### src/fpa_cfg.svh
// Constants for the function partition assignment block: sizes, offsets, fields, reset values
`ifndef FPA_CFG_SVH
`define FPA_CFG_SVH
`define FPA_WORD_W 32
`define FPA_MAX_CH 8
`define FPA_MAX_BUS 4
`define FPA_MULTI_HOST 1'b1
`define FPA_HDR_WORDS 3'h4
`define FPA_CMD_SET_PF 8'h28
`define FPA_PKG_CHAN 5'h1F
// Header word 1 carries packet type in [31:24] and channel id in [23:16]
`define FPA_HDR_TYPE_MSB 31
`define FPA_HDR_TYPE_LSB 24
`define FPA_HDR_PKG_MSB 23
`define FPA_HDR_PKG_LSB 21
`define FPA_HDR_ICH_MSB 20
`define FPA_HDR_ICH_LSB 16
// Register byte offsets
`define FPA_OFF_CFG 8'h00
`define FPA_OFF_STATUS 8'h04
`define FPA_OFF_SEL 8'h08
`define FPA_OFF_PIDX 8'h0C
`define FPA_OFF_ACT_EN 8'h10
`define FPA_OFF_ACT_CH 8'h14
`define FPA_OFF_ACT_BUS 8'h18
`define FPA_OFF_PEND_EN 8'h1C
`define FPA_OFF_PEND_CH 8'h20
`define FPA_OFF_PEND_BUS 8'h24
`define FPA_OFF_PCNT 8'h28
// Reset values: one channel, one bus, 32 functions, 1 enabled, package 0
`define FPA_RST_CH_CNT 4'h1
`define FPA_RST_BUS_CNT 3'h1
`define FPA_RST_FN_CNT 6'h20
`define FPA_RST_EN_CNT 6'h01
`define FPA_RST_PKG_ID 3'h0
`define FPA_RST_SEL_CH 3'h0
`define FPA_RST_SEL_FN 5'h00
`endif

### src/fpa_pkg.sv
// Types for the function partition assignment block
`include "fpa_cfg.svh"
package fpa_pkg;
	typedef enum logic [2:0] {PIdle, PHdr, PChan, PEnab, PBus, PTail, PSkip} fpa_parse_e;
	typedef enum logic [2:0] {ErrNone, ErrShort, ErrCount, ErrHighBits, ErrConfig} fpa_err_e;
	typedef logic [`FPA_WORD_W-1:0] fpa_word_t;
	typedef fpa_word_t [`FPA_MAX_CH-1:0] fpa_chmap_t;
	typedef fpa_word_t [`FPA_MAX_BUS-1:0] fpa_busmap_t;
	typedef struct packed {
		logic sop;
		logic eop;
		logic valid;
		fpa_word_t data;
	} fpa_rxword_s;
	typedef struct packed {
		logic [3:0] chCnt;
		logic [2:0] busCnt;
		logic [5:0] fnCnt;
		logic [5:0] enCnt;
		logic [2:0] pkgId;
	} fpa_cfg_s;
	typedef struct packed {
		fpa_chmap_t ch;
		fpa_word_t en;
		fpa_busmap_t bus;
	} fpa_maps_s;
	typedef struct packed {
		fpa_cfg_s cfg;
		logic [2:0] selCh;
		logic [4:0] selFn;
		fpa_parse_e parse;
		logic [2:0] hdrIdx;
		logic [3:0] wordIdx;
		fpa_err_e err;
		fpa_maps_s shadow;
		fpa_maps_s pend;
		fpa_maps_s act;
		logic pending;
		logic lastOk;
		fpa_err_e lastErr;
		logic [7:0] okCount;
		logic [2:0] rstSync;
		logic rstLvl;
		logic applied;
		logic accepted;
		logic rejected;
		logic waitReq;
		fpa_word_t readData;
	} fpa_state_s;
endpackage : fpa_pkg

### src/fpa_top.sv
// Set PF Assignment command handling, pending/active function maps and partition index lookup
//
// Implementation choices: the register offsets and the Avalon-MM interface to the registers.
`timescale 1ns/10ps
`include "fpa_cfg.svh"
module fpa_top (
	input wire logic mclk,
	input wire logic rst,
	input wire fpa_pkg::fpa_rxword_s rxWord,
	input wire logic pciRst_n,
	input wire logic [7:0] avAddress,
	input wire logic avRead,
	input wire logic avWrite,
	input wire logic [3:0] avByteEnable,
	input wire logic [31:0] avWriteData,
	output logic [31:0] avReadData,
	output logic avWaitRequest,
	output fpa_pkg::fpa_maps_s activeMaps,
	output logic configApplied,
	output logic cmdAccepted,
	output logic cmdRejected
);
	fpa_pkg::fpa_state_s s_q;
	fpa_pkg::fpa_state_s s_d;

	////////////////////////////////////////////////////////////////////////////
	function automatic fpa_pkg::fpa_word_t fnMask(input logic [5:0] n);
		fpa_pkg::fpa_word_t m;
		m = '1;
		if (n < 6'h20)
			m = (32'h00000001 << n) - 32'h00000001;
		return m;
	endfunction : fnMask

	function automatic logic [5:0] popCount(input fpa_pkg::fpa_word_t w);
		logic [5:0] n;
		n = 6'h00;
		for (int i = 0; i < `FPA_WORD_W; i++)
			n = n + {5'h00, w[i]};
		return n;
	endfunction : popCount

	// Index = assigned functions at or below f, zero when f not assigned
	function automatic logic [5:0] partIndex(input fpa_pkg::fpa_word_t w, input logic [4:0] f);
		fpa_pkg::fpa_word_t below;
		below = w & ((32'h00000002 << f) - 32'h00000001);
		return w[f] ? popCount(below) : 6'h00;
	endfunction : partIndex

	function automatic logic [31:0] laneMerge(input logic [31:0] old, input logic [31:0] nw,
		input logic [3:0] be);
		logic [31:0] r;
		r = old;
		for (int i = 0; i < 4; i++)
			if (be[i])
				r[i*8 +: 8] = nw[i*8 +: 8];
		return r;
	endfunction : laneMerge

	////////////////////////////////////////////////////////////////////////////
	logic [2:0] busEff;
	logic [3:0] lastCh;
	logic [31:0] cfgWord;
	logic [31:0] selWord;
	logic [31:0] rdMux;
	logic [31:0] merged;
	logic busReq;
	logic busTake;
	fpa_pkg::fpa_word_t mask;
	fpa_pkg::fpa_word_t word;
	logic [7:0] hdrType;
	logic [2:0] hdrPkg;
	logic [4:0] hdrIch;
	logic cfgBad;
	logic [5:0] partCnt [`FPA_MAX_CH];

	// Partitions per committed channel, so software can size its per-partition tables
	for (genvar g = 0; g < `FPA_MAX_CH; g++)
	begin : gPartCnt
		assign partCnt[g] = popCount(s_q.act.ch[g]);
	end

	always_comb
	begin
		s_d = s_q;
		s_d.applied = 1'b0;
		s_d.accepted = 1'b0;
		s_d.rejected = 1'b0;
		word = rxWord.data;
		hdrType = word[`FPA_HDR_TYPE_MSB:`FPA_HDR_TYPE_LSB];
		hdrPkg = word[`FPA_HDR_PKG_MSB:`FPA_HDR_PKG_LSB];
		hdrIch = word[`FPA_HDR_ICH_MSB:`FPA_HDR_ICH_LSB];
		mask = fnMask(s_q.cfg.fnCnt);
		// A part without multi-host support sees one bus whatever is configured
		busEff = `FPA_MULTI_HOST ? s_q.cfg.busCnt : 3'h1;
		lastCh = s_q.cfg.chCnt - 4'h1;
		cfgBad = (s_q.cfg.chCnt == 4'h0) || (s_q.cfg.chCnt > 4'(`FPA_MAX_CH))
			|| (busEff > 3'(`FPA_MAX_BUS));

		// PCI reset pin: three stages, level moves once stages two and three agree
		s_d.rstSync = {s_q.rstSync[1:0], ~pciRst_n};
		if (s_q.rstSync[1] == s_q.rstSync[2])
			s_d.rstLvl = s_q.rstSync[2];
		if (s_d.rstLvl && !s_q.rstLvl && s_q.pending)
		begin
			s_d.act = s_q.pend;
			s_d.pending = 1'b0;
			s_d.applied = 1'b1;
		end

		////////////////////////////////////////////////////////////////////////
		if (rxWord.valid)
		begin
			if (rxWord.sop)
			begin
				s_d.parse = fpa_pkg::PHdr;
				s_d.hdrIdx = 3'h1;
				s_d.err = fpa_pkg::ErrNone;
				s_d.shadow = '0;
			end
			else
			begin
				unique case (s_q.parse)
					fpa_pkg::PIdle, fpa_pkg::PSkip:
						s_d.parse = s_q.parse;
					fpa_pkg::PHdr:
					begin
						// Only the package-level set command for this package is taken
						if (s_q.hdrIdx == 3'h1 && (hdrType != `FPA_CMD_SET_PF
							|| hdrIch != `FPA_PKG_CHAN || hdrPkg != s_q.cfg.pkgId))
							s_d.parse = fpa_pkg::PSkip;
						else if (s_q.hdrIdx == `FPA_HDR_WORDS - 3'h1)
						begin
							s_d.parse = fpa_pkg::PChan;
							s_d.wordIdx = 4'h0;
							if (cfgBad)
								s_d.err = fpa_pkg::ErrConfig;
						end
						s_d.hdrIdx = s_q.hdrIdx + 3'h1;
					end
					fpa_pkg::PChan:
					begin
						if ((word & ~mask) != '0)
							s_d.err = fpa_pkg::ErrHighBits;
						if (!cfgBad)
							s_d.shadow.ch[s_q.wordIdx[2:0]] = word & mask;
						s_d.wordIdx = s_q.wordIdx + 4'h1;
						if (s_q.wordIdx == lastCh)
							s_d.parse = fpa_pkg::PEnab;
					end
					fpa_pkg::PEnab:
					begin
						s_d.shadow.en = word & mask;
						if ((word & ~mask) != '0)
							s_d.err = fpa_pkg::ErrHighBits;
						else if (popCount(word) != s_q.cfg.enCnt)
							s_d.err = fpa_pkg::ErrCount;
						s_d.wordIdx = 4'h0;
						if (busEff > 3'h1)
							s_d.parse = fpa_pkg::PBus;
						else
						begin
							s_d.shadow.bus[0] = mask;
							s_d.parse = fpa_pkg::PTail;
						end
					end
					fpa_pkg::PBus:
					begin
						// No cross-check against channel words: bus-only functions are legal
						s_d.shadow.bus[s_q.wordIdx[1:0]] = word & mask;
						if ((word & ~mask) != '0)
							s_d.err = fpa_pkg::ErrHighBits;
						s_d.wordIdx = s_q.wordIdx + 4'h1;
						if (s_q.wordIdx == {1'b0, busEff} - 4'h1)
							s_d.parse = fpa_pkg::PTail;
					end
					fpa_pkg::PTail:
						s_d.parse = fpa_pkg::PTail;
					default:
						s_d.parse = fpa_pkg::PIdle;
				endcase
			end

			// Frame end: accept only after the checksum word has been seen
			if (rxWord.eop)
			begin
				if (s_q.parse == fpa_pkg::PTail && !rxWord.sop)
				begin
					if (s_q.err == fpa_pkg::ErrNone)
					begin
						s_d.pend = s_q.shadow;
						s_d.pending = 1'b1;
						s_d.okCount = s_q.okCount + 8'h01;
						s_d.accepted = 1'b1;
						s_d.lastOk = 1'b1;
					end
					else
					begin
						s_d.rejected = 1'b1;
						s_d.lastOk = 1'b0;
						s_d.lastErr = s_q.err;
					end
				end
				else if (s_d.parse != fpa_pkg::PSkip && s_d.parse != fpa_pkg::PIdle)
				begin
					s_d.rejected = 1'b1;
					s_d.lastOk = 1'b0;
					s_d.lastErr = fpa_pkg::ErrShort;
				end
				s_d.parse = fpa_pkg::PIdle;
			end
		end

		////////////////////////////////////////////////////////////////////////
		cfgWord = {5'h00, s_q.cfg.pkgId, 2'h0, s_q.cfg.enCnt, 2'h0, s_q.cfg.fnCnt,
			1'b0, s_q.cfg.busCnt, s_q.cfg.chCnt};
		selWord = {19'h00000, s_q.selFn, 5'h00, s_q.selCh};
		unique case (avAddress)
			`FPA_OFF_CFG: rdMux = cfgWord;
			`FPA_OFF_STATUS: rdMux = {16'h0000, s_q.okCount, 1'b0, s_q.lastErr,
				1'b0, s_q.lastOk, 1'b0, s_q.pending};
			`FPA_OFF_SEL: rdMux = selWord;
			`FPA_OFF_PIDX: rdMux = {26'h0000000, partIndex(s_q.act.ch[s_q.selCh], s_q.selFn)};
			`FPA_OFF_ACT_EN: rdMux = s_q.act.en;
			`FPA_OFF_ACT_CH: rdMux = ({1'b0, s_q.selCh} < s_q.cfg.chCnt) ?
				s_q.act.ch[s_q.selCh] : 32'h00000000;
			// Bus words beyond the enabled bus count read as zero
			`FPA_OFF_ACT_BUS: rdMux = ({1'b0, s_q.selFn[1:0]} < busEff) ?
				s_q.act.bus[s_q.selFn[1:0]] : 32'h00000000;
			`FPA_OFF_PEND_EN: rdMux = s_q.pend.en;
			`FPA_OFF_PEND_CH: rdMux = s_q.pend.ch[s_q.selCh];
			`FPA_OFF_PEND_BUS: rdMux = s_q.pend.bus[s_q.selFn[1:0]];
			`FPA_OFF_PCNT: rdMux = ({1'b0, s_q.selCh} < s_q.cfg.chCnt) ?
				{26'h0000000, partCnt[s_q.selCh]} : 32'h00000000;
			default: rdMux = 32'h00000000;
		endcase

		// One wait cycle per access; read data is captured as waitrequest falls, writes take effect as it rises again
		busReq = avRead || avWrite;
		busTake = busReq && !s_q.waitReq;
		s_d.waitReq = !(busReq && s_q.waitReq);
		if (busReq && s_q.waitReq && avRead)
			s_d.readData = rdMux;
		merged = 32'h00000000;
		if (busTake && avWrite)
		begin
			if (avAddress == `FPA_OFF_CFG)
			begin
				merged = laneMerge(cfgWord, avWriteData, avByteEnable);
				s_d.cfg.chCnt = merged[3:0];
				s_d.cfg.busCnt = merged[6:4];
				s_d.cfg.fnCnt = merged[13:8];
				s_d.cfg.enCnt = merged[21:16];
				s_d.cfg.pkgId = merged[26:24];
			end
			else if (avAddress == `FPA_OFF_SEL)
			begin
				merged = laneMerge(selWord, avWriteData, avByteEnable);
				s_d.selCh = merged[2:0];
				s_d.selFn = merged[12:8];
			end
		end
	end

	////////////////////////////////////////////////////////////////////////////
	always_ff @(posedge mclk or posedge rst)
	begin
		if (rst)
		begin
			s_q <= '0;
			s_q.cfg.chCnt <= `FPA_RST_CH_CNT;
			s_q.cfg.busCnt <= `FPA_RST_BUS_CNT;
			s_q.cfg.fnCnt <= `FPA_RST_FN_CNT;
			s_q.cfg.enCnt <= `FPA_RST_EN_CNT;
			s_q.cfg.pkgId <= `FPA_RST_PKG_ID;
			s_q.selCh <= `FPA_RST_SEL_CH;
			s_q.selFn <= `FPA_RST_SEL_FN;
			s_q.parse <= fpa_pkg::PIdle;
			s_q.err <= fpa_pkg::ErrNone;
			s_q.lastErr <= fpa_pkg::ErrNone;
			s_q.waitReq <= 1'b1;
		end
		else
			s_q <= s_d;
	end

	assign avReadData = s_q.readData;
	assign avWaitRequest = s_q.waitReq;
	assign activeMaps = s_q.act;
	assign configApplied = s_q.applied;
	assign cmdAccepted = s_q.accepted;
	assign cmdRejected = s_q.rejected;
endmodule : fpa_top

### config.mk
export PLATFORM = sky130hd
export DESIGN_NAME = fpa_top
export DESIGN_NICKNAME = d
export VERILOG_FILES = /design/src/fpa_pkg.sv /design/src/fpa_top.sv
export VERILOG_INCLUDE_DIRS = /design/src /design/src/src
export SDC_FILE = /design/constraint.sdc
export NUM_CORES = 2
export LEC_CHECK = 0
export BUFFER_PORTS_ARGS = -buffer_cell sky130_fd_sc_hd__buf_2
export CAP_MARGIN = 20
export CORE_UTILIZATION = 61
export CTS_CLUSTER_DIAMETER = 200
export CTS_CLUSTER_SIZE = 28
export DETAILED_ROUTE_END_ITERATION = 10
export GPL_TIMING_DRIVEN = 0
export PLACE_DENSITY = 0.79
export SLEW_MARGIN = 15
export SYNTH_ARGS = -nofsm -noshare
export SYNTH_HDL_FRONTEND = slang
export SYNTH_SLANG_ARGS = --single-unit
### constraint.sdc
create_clock -name mclk -period 52.5 [get_ports mclk]
set_input_delay 7.875 -clock mclk [delete_from_list [all_inputs] [get_ports mclk]]
set_output_delay 7.875 -clock mclk [all_outputs]
set_load 0.02 [all_outputs]
* Yosys cells after proc, flatten, opt, wreduce, memory -nomap -nowiden
Index checks and enable logic that the tools add are counted.
Widths: inputs -> output; s select.
** Storage, ports and cells
- Memories :: 0
- Input bits :: 84
- Output and inout bits :: 452
- Bits in read-only memories :: 0
- Bits in writable memories :: 0
- Bits in latches :: 0
- Word-level logic and storage cells :: 558
- Flip-flop bits (word level) :: 1344
** Operators by class
- Reductions and logical operators :: 51
- Shift-type cells :: 2
- Order comparisons :: 14
- Multipliers :: 0
- Add/sub/neg operators :: 317
- Bitwise operators :: 8
- Divide/modulo/power cells :: 0
- Mux-type cells :: 68
- Equal/unequal tests :: 37
** Operators with widths (number)
- $add 6x1->6 :: 260
- $mux 256 :: 2
- $mux 419 :: 1
- $mux 32 :: 11
- $pmux 32 s11 :: 1
- $bwmux 256 :: 1
- $bmux 32 s3 :: 2
- $bmux 32 s2 :: 2
- $bwmux 128 :: 1
- $and 32x32->32 :: 3
- $demux 32 s3 :: 1
- $mux 96 :: 1
- $demux 32 s2 :: 1
- $pmux 32 s2 :: 1
- $sub 32x1->32 const B :: 2
- $add 5x1->6 :: 10
- $add 4x1->5 :: 10
- $add 3x1->4 :: 10
- $mux 6 :: 6
- $mux 3 :: 11
- $eq 8x5->1 const B :: 4
- $not 32->32 :: 1
- $reduce_bool 32->1 :: 1
- $shl 1x6->32 const A :: 1
- other kinds (63) :: 153

* Depth between registers and ports, before layout
- Depth in word-level cells :: 36
- Depth in mapped cells :: 29
- Depth with buffers taken out :: 26

* Worst setup path after synthesis
No wires, ideal clock.
- Path type :: input-to-reg
- Start point :: input port rxWord[11] (netlist name)
- End point :: register s_q[1301] (netlist name)
- Buffers on the path :: 0
- Data arrival time :: 13.090 ns
- Required time :: 52.435 ns
- Setup time :: 0.065 ns
- Setup slack :: 39.345 ns
- Stages on the path :: 20
- Cell sequence :: fa_1 > inv_1 > fa_1 > inv_1 > fa_1 > fa_1 > fa_1 > inv_1 > fa_1 > inv_1 > ha_1 > inv_1 > fa_1 > xnor2_1 > xnor2_1 > nand4_1 > or4_1 > a2111o_1 > o21ai_2 > a22o_1
** Between the ends
- Cells in the longest elaborated chain, start to end :: 24
- Elaborated cells on any way between the ends :: 30
- Classes of those cells :: add/sub: 21; eq/ne: 3; mux: 3; bitwise: 1; reduce/logical: 2
** RTL lines
- from (decl) :: line fpa_top.sv:9 : input wire fpa_pkg::fpa_rxword_s rxWord,
- $add 6x1->6 (21 in series) :: line fpa_top.sv:39 : n = n + {5'h00, w[i]};
- $ne 6x6->1 :: line fpa_top.sv:156 : else if (popCount(word) != s_q.cfg.enCnt)
- $ne 4x4->1 (no line)
- $reduce_and 7->1 (no line)
- to (decl) :: line fpa_top.sv:23 : fpa_pkg::fpa_state_s s_q;
Parallel ways exist; a longest one is shown, timed or not.
A chain may end at the register's enable or synchronous reset.

* Worst setup path after layout
- Start point :: input port rxWord[25] (netlist name)
- End point :: register s_q[1301] (netlist name)
** Between the ends
- Cells in the longest elaborated chain, start to end :: 10
- Elaborated cells on any way between the ends :: 21
- Classes of those cells :: add/sub: 7; eq/ne: 5; mux: 3; bitwise: 1; reduce/logical: 5
** RTL lines (line)
- $add 6x1->6 (7 in series) :: fpa_top.sv:39
- $ne 6x6->1 :: fpa_top.sv:156
- $ne 4x4->1 (no line)
- $reduce_and 7->1 (no line)
Parallel ways exist; a longest one is shown, timed or not.

==> metrics <==
status finished with violations; failing checks design-rule violations; syn_nets roughly 8000; DRC violations left 1; setup TNS 0 ns; Root Driver clkbuf_16; Yosys top cell by area dfrtp_1; routed len/inst around 35 µm; Post-Synthesis Cells approximately 7500; required time of the worst setup path approximately 53 ns; HP Class reg -> reg; Leak between 40 and 50 nW; full die area ~0.12 mm²; Post-CTS Hold Buffers 0; via-per-instance ratio ~6.7; post-CTS sizing 0; most numerous cell in the Yosys netlist nand2_1; largest net degree at the start of global routing ~120; Longest Clk Path Bufs 3; startpoint types input pin; Total Power between 0.0015 and 0.002 W; Overflow after GRT 0; Cell Pwr Density 23.31 mW/mm²; fin util 0.6760; Multi-input gate area ~0.03 mm²; antenna-violating nets left 0; Clock Sinks ~1300; die width between 300 and 400 µm; CP delay by family, top adder cells; post-synth cell types between 80 and 90; Worst-Margin Slew approximately 1.4 ns; CTS tree yes; core area around 0.11 mm²; Max Clock Skew 0.03494 ns; clk_lat worst skew about 0.76 ns; Synth Cell Area 0.07102 mm²; normalized max-slew margin 0.04031; placed insts 9527; via count about 65000; register area around 0.034 mm²; initial antenna violation count 43; Top Layer Used met5; top cell type's share of synthesized area 0.4718; pre-CTS setup slack 38.84 ns; Layout Cells excl Fill roughly 9600; Post-synth top cells nand2_1, dfrtp_1, o21ai_0, buf_4, nand3_1; Ys Warns 0; vias in the first global route approximately 60000; first-pass GRT wire length approximately 460000 µm; Initial Util 0.6185; Buf+Inv Stages, Crit Path 6; sequential area share after synthesis 0.4737; Final Cycle Share 0.2477; max incr delay on CP about 0.60 ns; Post-synth EDFFs 0; Peak VDD IR roughly 0.000030 V; die height approximately 340 µm; H-tree depth 2; Crit Path Class in -> reg; layout cell share with drive strength beyond 1 0.1761; Hold Violations, Final 0; final setup fails 0; post-route setup slack approximately 39 ns; # port buffers about 520; area delta synth->final 9.294%; critical path capture point type flip-flop; DRT Pass-1 Iters 11; Async SR Flop Fraction 1.000; slowest CP cell or4_1; Synth area leaders dfrtp_1, nand2_1, fa_1; Clk pin slew, worst setup/hold paths ~0.12 ns; WL met2 134100 µm; fmax 76.91 MHz; MaxCap Viol Count 0; Mean Syn Cell Area roughly 9.5 µm²; Slew Viols, Final 0; M1 wire length between 100000 and 150000 µm; Starting DRT DRC Count around 11000; Total Routed Length 332800 µm; crit-path max FO 5; fin crit period about 13 ns; Arr. time, crit path 13.68 ns; IO Pins approximately 540; Final #Nets around 8500; row count around 120; Main synth FF type dfrtp_1; Num CTS Buffers 53; Met3 Wirelength 51850 µm; RSZ-0062 raised after global routing false; Fill cells 8968; most frequent cell on the critical path fa_1; GRT Total Usage 0.5672; FF+latch count, synth approximately 1300; CP Cell Sequence buf_2 > fa_1 > fa_1 > inv_1 > fa_1 > inv_1 > fa_1 > fa_1 > inv_1 > fa_1 > inv_1 > ha_1 > inv_1 > fa_1 > xnor2_1 > xnor2_1 > nand4_1 > or4_1 > a2111o_1 > o21ai_2 > a22o_1; Post-DP HPWL about 260000 µm; post-CTS setup buffer count 0; global placer's final weighted congestion between 1 and 1.5
## sequential cells by signal (all words and copies together), names as in the netlist
signal / flops
s_q: 868
activeMaps: 416
avReadData: 32
cfgWord: 19
busEff: 3
s_d: 2
avWaitRequest: 1
cmdAccepted: 1
cmdRejected: 1
configApplied: 1
## cell families after synthesis
logic type / count (synthesis) / share of synthesized area
compound gates: 985 / 0.08362
xor+xnor: 58 / 0.007153
fa+ha+maj: 330 / 0.08348
buf+inv: 1310 / 0.09477
flops: 1344 / 0.4737
mux: 308 / 0.07706
simple gates: 3134 / 0.1802
## routing by layer
metal | GRT usage | vias up
met3 | 0.2338 | 1854
met5 | 0.004407 | -
met2 | 0.7936 | 6226
met1 | 0.6568 | 31168
met4 | 0.5404 | 26
li1 | - | 25292
## path summary, 6_finish.rpt
path / cells past startpoint / start / to / slack [ns]
worst max-delay path: 21 / rxWord[25] / s_q[1301] / 39.50
worst min-delay path: 0 / s_d[38] / s_d[39] / 0.37
worst max register to register: 27 / s_q[1314] / avReadData[4] / 43.79
worst min register to register: 0 / s_d[38] / s_d[39] / 0.37
max in group asynchronous: 8 / rst / activeMaps[116] / 42.03
min in group asynchronous: 2 / rst / activeMaps[200] / 7.14
## layout by cell type (no fill, tap or decap), types with 23 or more instances in the layout
master     Yosys  final
nand2_1     2483   2483
dfrtp_1     1339   1339
buf_2         45    569
o21ai_0      568    568
buf_4        454    457
nand3_1      402    402
inv_1        372    371
clkbuf_1     376    369
fa_1         240    240
mux4_2       184    184
a21oi_1       97     97
ha_1          89     89
nor2_1        71     71
mux2_2        70     70
clkbuf_16      0     55
mux2i_1       54     54
buf_1         52     51
o211ai_1      41     41
diode_2        0     36
a21o_1        34     34
a222oi_1      32     32
nor2b_1       30     30
a22oi_1       30     30
xnor2_1       29     29
xor2_1        29     29
a22o_1        28     28
nand2b_1      23     23
## through the flow
stage               cell area, µm²  hold WS [ns]
global route                 77540        0.3813
floorplan                    71020        0.3312
finish                       77620        0.3653
CTS                          77440        0.3662
detailed placement           76040        0.3403
global placement             75530        0.3392
## cell type report
type | instances | area share
diodes | 36 | 0.001161
plain buffers | 934 | 0.06880
clock buffers | 63 | 0.01785
clock inverters | 1 | 0.0002096
inverters | 376 | 0.01828
multi-input cells | 4815 | 0.3950
flip-flops and latches | 1344 | 0.4334
well taps | 1512 | 0.02437
repair buffers | 552 | 0.04090
## power by group
group / switching [W] / leakage [nW] / internal [W] / total [W]
registers: 0.00000832 / 18.7 / 0.00104 / 0.00105
logic: 0.000164 / 20.8 / 0.0000712 / 0.000235
clock network: 0.000336 / 0.683 / 0.000188 / 0.000524
Power figures use the tool's default switching activity.
